`src/psq_pkg.sv`:
```
`default_nettype none
package psq_pkg;
  localparam int DW = 16;
  localparam int OFF_W = 7;
  localparam int ADJ_W = 8;
  localparam int RA_W = 3;
  localparam int BC_W = 3;
  localparam int NSH = 3;
  localparam logic [2:0] DEPTH_MAX = 3'h4;
  localparam logic [2:0] RA_PC = 3'h0;
  localparam logic [2:0] RA_LC = 3'h1;
  localparam logic [2:0] RA_SP = 3'h2;
  localparam logic [2:0] RA_REPEAT_COUNTER = 3'h3;
  localparam logic [2:0] RA_ICR = 3'h4;
  localparam int ICR_LP_BIT = 7;
  localparam logic [15:0] PC_RST = 16'h0000;
  localparam logic [15:0] SP_RST = 16'h0000;
  localparam logic [15:0] LC_RST = 16'h0000;
  localparam logic [15:0] REPEAT_COUNTER_RST = 16'h0000;
  localparam logic [15:0] LP_WIN = 16'h0002;
  typedef logic [47:0] psq_lvl_t;
  typedef enum logic [3:0] {
    OP_NONE = 4'h0,
    OP_JMP = 4'h1,
    OP_CALL = 4'h2,
    OP_BRR = 4'h3,
    OP_CALLR = 4'h4,
    OP_RET = 4'h5,
    OP_RETI = 4'h6,
    OP_RETURN_ADJUST_INSTR = 4'h7,
    OP_REP = 4'h8,
    OP_BLOCK_REPEAT_INSTR = 4'h9,
    OP_BREAK = 4'ha,
    OP_INTR = 4'hb,
    OP_PUSH = 4'hc,
    OP_POP = 4'hd,
    OP_MOVTOP = 4'he
  } psq_op_e;
  typedef enum logic [1:0] {
    ST_RUN = 2'h0,
    ST_RETA = 2'h1,
    ST_RETW = 2'h3
  } psq_st_e;
endpackage
`default_nettype wire

```
`src/psq_seq.sv`:
```
// Overview of operation
// - next fetch address from seven sources
// - relative branch adds 7-bit offset
// - 16-bit counter and loop counter readable
// - call/interrupt push counter, return restores
// - stack pointer addresses last pushed entry
// - push predecrements, pop postincrements
// - top-of-stack peek keeps stack pointer
// - adjusted return also adds immediate
// - loops branch back with zero overhead
// - count from immediate or register
// - repeat one word up to 65536
// - repeat counter readable by software
// - block loop holds first, last addresses
// - four nested levels, repeat inside each
// - outer levels saved in hidden shadows
// - read-only three-bit nesting counter
// - interrupts may enter loops; one taken mid-repeat ends the repeat
// - break ends the current loop level
// - in-loop flag set while looping
// - software clear abandons all levels
// - clear near loop end waits one pass
// - final pass end reads flag zero
//
// The address-and-strobe port and the placing of the registers were left to the implementer.
`timescale 1ns/1ps
`default_nettype none
module psq_seq
  import psq_pkg::*;
(
  input wire logic ref_clk,
  input wire logic rst,
  input wire logic step,
  input wire psq_op_e op,
  input wire logic [15:0] target,
  input wire logic [OFF_W-1:0] rel_off,
  input wire logic [15:0] cnt_imm,
  input wire logic [15:0] cnt_reg,
  input wire logic cnt_sel,
  input wire logic [15:0] bk_last,
  input wire logic [ADJ_W-1:0] adj,
  input wire logic [15:0] push_data,
  input wire logic [RA_W-1:0] reg_addr,
  input wire logic [15:0] reg_wdata,
  input wire logic reg_wr,
  input wire logic reg_rd,
  output logic [15:0] reg_rdata,
  output logic [15:0] fetch_addr,
  output logic busy,
  output logic [15:0] stk_addr,
  output logic [15:0] stk_wdata,
  output logic stk_we,
  output logic stk_re,
  input wire logic [15:0] stk_rdata
);
  //////////////////////////////////////////////////////////////////////
  psq_st_e st_r;
  psq_st_e st_nxt;
  logic [15:0] pc_r;
  logic [15:0] sp_r;
  logic [15:0] repeat_counter_r;
  logic rep_act_r;
  logic isr_r;
  logic [15:0] lp_start_r;
  logic [15:0] lp_end_r;
  logic [15:0] lc_r;
  logic [2:0] depth_r;
  logic clr_pend_r;
  psq_lvl_t sh_r [NSH];
  logic busy_r;
  logic [15:0] rdata_r;
  logic [15:0] stk_addr_r;
  logic [15:0] stk_wdata_r;
  logic stk_we_r;
  logic stk_re_r;
  //////////////////////////////////////////////////////////////////////
  wire taking = step && (st_r == ST_RUN);
  wire pc_wr = reg_wr && (reg_addr == RA_PC);
  wire lc_wr = reg_wr && (reg_addr == RA_LC);
  wire sp_wr = reg_wr && (reg_addr == RA_SP);
  wire icr_wr = reg_wr && (reg_addr == RA_ICR);
  wire [15:0] count = cnt_sel ? cnt_reg : cnt_imm;
  wire [15:0] rel_tgt = pc_r + {{(16-OFF_W){rel_off[OFF_W-1]}}, rel_off};
  wire is_ret = (op == OP_RET) || (op == OP_RETI) || (op == OP_RETURN_ADJUST_INSTR);
  wire is_abs = (op == OP_JMP) || (op == OP_CALL) || (op == OP_INTR);
  wire is_rel = (op == OP_BRR) || (op == OP_CALLR);
  wire seq_op = (op == OP_NONE) || (op == OP_PUSH) || (op == OP_POP)
    || (op == OP_MOVTOP);
  wire lp_on = (depth_r != 3'h0);
  // repeat and loop hardware sleep while a handler runs
  wire rep_hold = rep_act_r && !isr_r && (repeat_counter_r != 16'h0000);
  wire at_end = taking && seq_op && lp_on && !isr_r && !rep_hold
    && (pc_r == lp_end_r);
  wire loop_back = at_end && ((lc_r != 16'h0000) || clr_pend_r);
  wire lp_exit = at_end && !loop_back;
  wire brk = taking && (op == OP_BREAK) && lp_on;
  // a fifth level is refused: no free shadow to hold it
  wire lvl_push = taking && (op == OP_BLOCK_REPEAT_INSTR) && (depth_r < DEPTH_MAX);
  wire lvl_pop = lp_exit || brk;
  wire sw_lp_clr = icr_wr && !reg_wdata[ICR_LP_BIT] && lp_on;
  // executing instruction sits one behind the fetch address
  wire [15:0] to_end = lp_end_r - pc_r + 16'h0001;
  wire in_win = (to_end <= LP_WIN);
  wire abandon = (sw_lp_clr && !in_win)
    || (loop_back && clr_pend_r);
  //////////////////////////////////////////////////////////////////////
  // next fetch address
  wire [15:0] seq_pc = rep_hold ? pc_r
    : loop_back ? lp_start_r
    : pc_r + 16'h0001;
  wire [15:0] pc_step = is_ret ? pc_r
    : is_abs ? target
    : is_rel ? rel_tgt
    : brk ? lp_end_r + 16'h0001
    : seq_pc;
  wire [15:0] pc_nxt = pc_wr ? reg_wdata
    : (st_r == ST_RETW) ? stk_rdata
    : taking ? pc_step
    : pc_r;
  //////////////////////////////////////////////////////////////////////
  // stack in data memory, growing downward
  wire push_any = taking && ((op == OP_CALL) || (op == OP_CALLR)
    || (op == OP_INTR) || (op == OP_PUSH));
  wire pop_any = taking && (is_ret || (op == OP_POP));
  wire peek = taking && (op == OP_MOVTOP);
  wire [15:0] sp_dec = sp_r - 16'h0001;
  wire [15:0] sp_inc = sp_r + 16'h0001;
  wire [15:0] sp_adj = (op == OP_RETURN_ADJUST_INSTR)
    ? sp_inc + {{(16-ADJ_W){1'b0}}, adj}
    : sp_inc;
  wire [15:0] sp_nxt = sp_wr ? reg_wdata
    : push_any ? sp_dec
    : pop_any ? sp_adj
    : sp_r;
  wire [15:0] stk_addr_nxt = push_any ? sp_dec : sp_r;
  wire [15:0] stk_wdata_nxt = (op == OP_PUSH) ? push_data : pc_r;
  //////////////////////////////////////////////////////////////////////
  // software view
  wire lp_flag = lp_on;
  wire [15:0] icr_val = {8'h00, lp_flag, 4'h0, depth_r};
  wire [15:0] rd_mux = (reg_addr == RA_PC) ? pc_r
    : (reg_addr == RA_LC) ? lc_r
    : (reg_addr == RA_SP) ? sp_r
    : (reg_addr == RA_REPEAT_COUNTER) ? repeat_counter_r
    : (reg_addr == RA_ICR) ? icr_val
    : 16'h0000;
  //////////////////////////////////////////////////////////////////////
  always_comb
  begin
    case (st_r)
      ST_RUN: st_nxt = (taking && is_ret) ? ST_RETA : ST_RUN;
      ST_RETA: st_nxt = ST_RETW;
      ST_RETW: st_nxt = ST_RUN;
      default: st_nxt = ST_RUN;
    endcase
  end

  always_ff @(posedge ref_clk or posedge rst)
  begin
    if (rst)
    begin
      st_r <= ST_RUN;
      busy_r <= 1'b0;
      pc_r <= PC_RST;
      sp_r <= SP_RST;
    end
    else
    begin
      st_r <= st_nxt;
      busy_r <= (st_nxt != ST_RUN);
      pc_r <= pc_nxt;
      sp_r <= sp_nxt;
    end
  end

  always_ff @(posedge ref_clk or posedge rst)
  begin
    if (rst)
    begin
      stk_addr_r <= 16'h0000;
      stk_wdata_r <= 16'h0000;
      stk_we_r <= 1'b0;
      stk_re_r <= 1'b0;
    end
    else
    begin
      stk_addr_r <= stk_addr_nxt;
      stk_wdata_r <= stk_wdata_nxt;
      stk_we_r <= push_any;
      stk_re_r <= pop_any || peek;
    end
  end

  always_ff @(posedge ref_clk or posedge rst)
  begin
    if (rst)
      rdata_r <= 16'h0000;
    else
      rdata_r <= reg_rd ? rd_mux : 16'h0000;
  end
  //////////////////////////////////////////////////////////////////////
  // interrupt context and single-instruction repeat
  always_ff @(posedge ref_clk or posedge rst)
  begin
    if (rst)
      isr_r <= 1'b0;
    else if (taking && (op == OP_INTR))
      isr_r <= 1'b1;
    else if (taking && (op == OP_RETI))
      isr_r <= 1'b0;
  end

  always_ff @(posedge ref_clk or posedge rst)
  begin
    if (rst)
    begin
      rep_act_r <= 1'b0;
      repeat_counter_r <= REPEAT_COUNTER_RST;
    end
    else if (taking && (op == OP_REP))
    begin
      rep_act_r <= 1'b1;
      repeat_counter_r <= count;
    end
    // an interrupt taken mid-repeat skips the decrement, then falls through and ends the repeat
    else if (taking && rep_hold && (op != OP_INTR))
      repeat_counter_r <= repeat_counter_r - 16'h0001;
    else if (taking && rep_act_r && !isr_r)
      rep_act_r <= 1'b0;
  end
  //////////////////////////////////////////////////////////////////////
  // block loops: current level plus hidden shadows
  always_ff @(posedge ref_clk or posedge rst)
  begin
    if (rst)
    begin
      lp_start_r <= 16'h0000;
      lp_end_r <= 16'h0000;
      lc_r <= LC_RST;
    end
    else
    begin
      // a bus write to the counter must not lose a level's addresses
      if (lvl_push)
      begin
        lp_start_r <= pc_r;
        lp_end_r <= bk_last;
      end
      else if (lvl_pop)
      begin
        lp_start_r <= sh_r[0][47:32];
        lp_end_r <= sh_r[0][31:16];
      end
      if (lc_wr)
        lc_r <= reg_wdata;
      else if (lvl_push)
        lc_r <= count;
      else if (lvl_pop)
        lc_r <= sh_r[0][15:0];
      else if (loop_back && !clr_pend_r)
        lc_r <= lc_r - 16'h0001;
    end
  end

  generate
    for (genvar i = 0; i < NSH; i++)
    begin : g_sh
      psq_lvl_t up_w;
      psq_lvl_t dn_w;
      if (i == 0)
      begin : g_first
        assign up_w = {lp_start_r, lp_end_r, lc_r};
      end
      else
      begin : g_mid
        assign up_w = sh_r[i-1];
      end
      if (i == NSH - 1)
      begin : g_last
        assign dn_w = '0;
      end
      else
      begin : g_low
        assign dn_w = sh_r[i+1];
      end
      always_ff @(posedge ref_clk or posedge rst)
      begin
        if (rst)
          sh_r[i] <= '0;
        else if (lvl_push)
          sh_r[i] <= up_w;
        else if (lvl_pop)
          sh_r[i] <= dn_w;
      end
    end
  endgenerate

  always_ff @(posedge ref_clk or posedge rst)
  begin
    if (rst)
    begin
      depth_r <= 3'h0;
      clr_pend_r <= 1'b0;
    end
    else if (abandon)
    begin
      depth_r <= 3'h0;
      clr_pend_r <= 1'b0;
    end
    else
    begin
      if (sw_lp_clr)
        clr_pend_r <= 1'b1;
      if (lvl_push)
        depth_r <= depth_r + 3'h1;
      else if (lvl_pop)
        depth_r <= depth_r - 3'h1;
    end
  end
  //////////////////////////////////////////////////////////////////////
  assign reg_rdata = rdata_r;
  assign fetch_addr = pc_r;
  assign busy = busy_r;
  assign stk_addr = stk_addr_r;
  assign stk_wdata = stk_wdata_r;
  assign stk_we = stk_we_r;
  assign stk_re = stk_re_r;
endmodule // psq_seq
`default_nettype wire

```
`config.mk`:
```
export PLATFORM = sky130hd
export DESIGN_NAME = psq_seq
export DESIGN_NICKNAME = d
export VERILOG_FILES = /design/src/psq_pkg.sv /design/src/psq_seq.sv
export SDC_FILE = /design/constraint.sdc
export NUM_CORES = 1
export LEC_CHECK = 0
export BUFFER_PORTS_ARGS = -buffer_cell sky130_fd_sc_hd__buf_2
export CELL_PAD_IN_SITES_DETAIL_PLACEMENT = 1
export CELL_PAD_IN_SITES_GLOBAL_PLACEMENT = 2
export CORE_MARGIN = 2
export CORE_UTILIZATION = 32
export CTS_CLUSTER_DIAMETER = 30
export CTS_CLUSTER_SIZE = 12
export DETAILED_ROUTE_END_ITERATION = 8
export GPL_TIMING_DRIVEN = 0
export PLACE_DENSITY = 0.81
export SYNTH_ARGS = -nofsm -noshare
export SYNTH_HDL_FRONTEND = slang
export SYNTH_SLANG_ARGS = --single-unit
export TNS_END_PERCENT = 5
```
`constraint.sdc`:
```
create_clock -name ref_clk -period 9.15 [get_ports ref_clk]
set_input_delay 0.915 -clock ref_clk [delete_from_list [all_inputs] [get_ports ref_clk]]
set_output_delay 0.915 -clock ref_clk [all_outputs]
set_load 0.05 [all_outputs]
```
==> metrics.cfg <==
[cells_and_area]
nets=2730
regArea_um2=7480
final_area_um2=23400
area_growth_pct=27.0
multi_input_area_um2=10000
fillerInstances=6723
drive_gt1_frac=0.165

[die]
die_w_um=244
start_util=0.325
io_pins=207
die_h_um=244
die_area_um2=59400
core_um2=56600
std_cell_rows=87

[worst_setup_path]
worstReg2RegStart=fetch_addr[0]
arrival_ns=5.27
endpoint_kind=flip-flop
critPathKind=in2reg
crit_path_start_kind=input port
reg2reg_depth=12
cp-startpoint=op[2]
cp_max_fo=10
required_ns=9.65

[sta]
finalHoldViolCount=0
maxSlewViolCount=6
grt_setup_unrepaired=false
fin_setup_tns_ns=0
layout_min_cycle_time_ns=4.77
worstMarginPinSlew_ns=1.55
max_freq_ghz=0.210
min_period_over_period=0.522
maxSlewHeadroom=-0.0492
setup_viol=0
finClkSkew_ns=0.0289

[grt]
grt_pass1_wl_mm=121
grt_max_degree=41
antenna_found_initial=1
grt.total_usage=0.266
grt-ovfl-total=0
first_global_vias=19400

[place]
portBuffers=204
placed_area_um2=20500
dpl.hpwl_mm=61.3
gp_congestion=0.953

[synth]
ys_types=84
yosysMostFrequentCell=nand2_1
syn_area_um2=18400
postSynth.asyncResetShare=1.00
synth-edff-count=0
ys_warn_count=0
synth_top_cell_by_area=dfrtp_1
synth_area_leaders=dfrtp_1, nand2_1, a31oi_1
syn_inst=2235
synth_top_area_share=0.407
syn_area_per_cell_um2=8.23
ys.flop_type=dfrtp_1
synth_commonest_cells=nand2_1, dfrtp_1, nor2_1
synth_fp_nets=2437
ys_ff_latch=299
ys_seq_area_frac=0.407

[hold_path]
hp-class=in2async

[routing]
routed.top_layer=met4
via_count=18700
viasPerCell=5.57
drt_iter0_drc=1422
drcViolationCount=0
wire_per_inst_um=23.8
drt_wl_total_mm=79.8
drt-met1-wl_mm=34.5
dr_wl_met2_mm=37.3
drt_first_pass_iters=5
postRouteAntennaNets=0
dr_wl_met3_mm=4.58

[cts]
holdBufCountCts=0
cts_max_level=3
cts_buffers=80
clock_latency_ns=0.63
cts_buffer_depth=3
cts_tree=built
clockRootBuffer=clkbuf_16
clk_pin_slew_ns=0.05
cts_setup_buffers=0
cts.sinks=299
cts-resized-gates=0

[power_and_ir_drop]
cellLeakagePower_nw=10.2
ir_drop_mv=0.178
power_density_nw_per_um2=380
finalPower_w=0.00888

[outcome]
violations=capacitance limit, slew limit
status=finished, violations left

[run]
maxCapViolCount=1

[layout by cell type (no fill, tap or decap), types with 35 or more instances in the layout]
| cell type | Yosys | layout |
|---|---|---|
| nand2_1 | 508 | 508 |
| dfrtp_1 | 299 | 299 |
| nor2_1 | 245 | 245 |
| buf_2 | 15 | 219 |
| a31oi_1 | 148 | 148 |
| o21ai_0 | 126 | 126 |
| clkbuf_1 | 119 | 125 |
| a21oi_1 | 90 | 90 |
| clkbuf_16 | 0 | 80 |
| xnor2_1 | 76 | 76 |
| ha_1 | 58 | 58 |
| o211ai_1 | 42 | 42 |
| inv_1 | 38 | 37 |
| nor3_1 | 36 | 36 |
| xor2_1 | 35 | 35 |
[where the power goes]
part,switching (W),internal (W)
Combinational,0.00221,0.00120
Clock,0.000924,0.00202
Sequential,0.000671,0.00185
Total,0.00381,0.00507
[flip-flops by register name, indices dropped and copies added (netlist names), 2 cells and up]
name,cells
g_sh.up_w,48
stk_addr,16
lp_end_r,16
fetch_addr,16
reg_rdata,16
sp_r,16
st_r,2
lc_r,16
g_sh.dn_w,96
depth_r,3
stk_wdata,16
repeat_counter_r,16
lp_start_r,16
[metrics by stage]
stage          setup WS, ns  std cells  hold WS [ns]   util
2_1_floorplan          4.26       2235         0.471      -
3_3_place_gp           2.20       3195         0.494  0.360
3_5_place_dp           3.74       3202         0.506  0.363
4_1_cts                4.39       3349         0.497  0.413
5_1_grt                4.12       3350         0.529  0.413
6_report               4.38       3350         0.490  0.413
[worst paths after layout]
kind / end / slack, ns
hold / removal: g_sh[1].dn_w[28] / 0.49
hold reg to reg: g_sh[1].dn_w[43] / 0.51
setup reg to reg: depth_r[2] / 4.53
setup / recovery: depth_r[1] / 4.38
max in group asynchronous: stk_addr[11] / 7.37
min in group ref_clk: g_sh[1].dn_w[43] / 0.51
[worst max-delay path, cell delays in order]
cell and delay [ns]:
buf_2 0.08, clkbuf_1 0.31, nand2b_1 0.35, nor2_1 0.09, and2_1 0.18, clkbuf_1 0.36
inv_1 0.17, clkbuf_1 0.70, clkbuf_1 0.61, clkbuf_1 0.55, fa_1 0.51, mux2_2 0.27
o211ai_1 0.09, nor2_1 0.07
[kinds of logic (layout without fill, tap and decap cells)]
kind of cell,Yosys count,count (layout),synth area share
and+or+nand+nor,959,959,0.226
other,0,1,0
adders and majority gates,62,62,0.0438
muxes,44,44,0.0249
buffers and inverters,195,553,0.0481
AOI/OAI and AO/OA,565,565,0.197
xor gates and xnor gates,111,111,0.0528
DFF,299,299,0.407
[layer usage]
metal / GRT usage / up-vias
li1: - / 8493
met1: 0.341 / 9373
met2: 0.438 / 619
met3: 0.0420 / 183
met4: 0.122 / 0
met5: 0 / -
[final cells by class]
class,count,area share
Tap cell,756,0.0405
Sequential cell,299,0.320
Antenna cell,1,0.000107
Clock buffer,99,0.0943
Timing Repair Buffer,211,0.0497
Multi-Input combinational cell,1741,0.430
Inverter,38,0.00627
Clock inverter,48,0.0271
Buffer,157,0.0318
(Power assumes the default switching activity.)
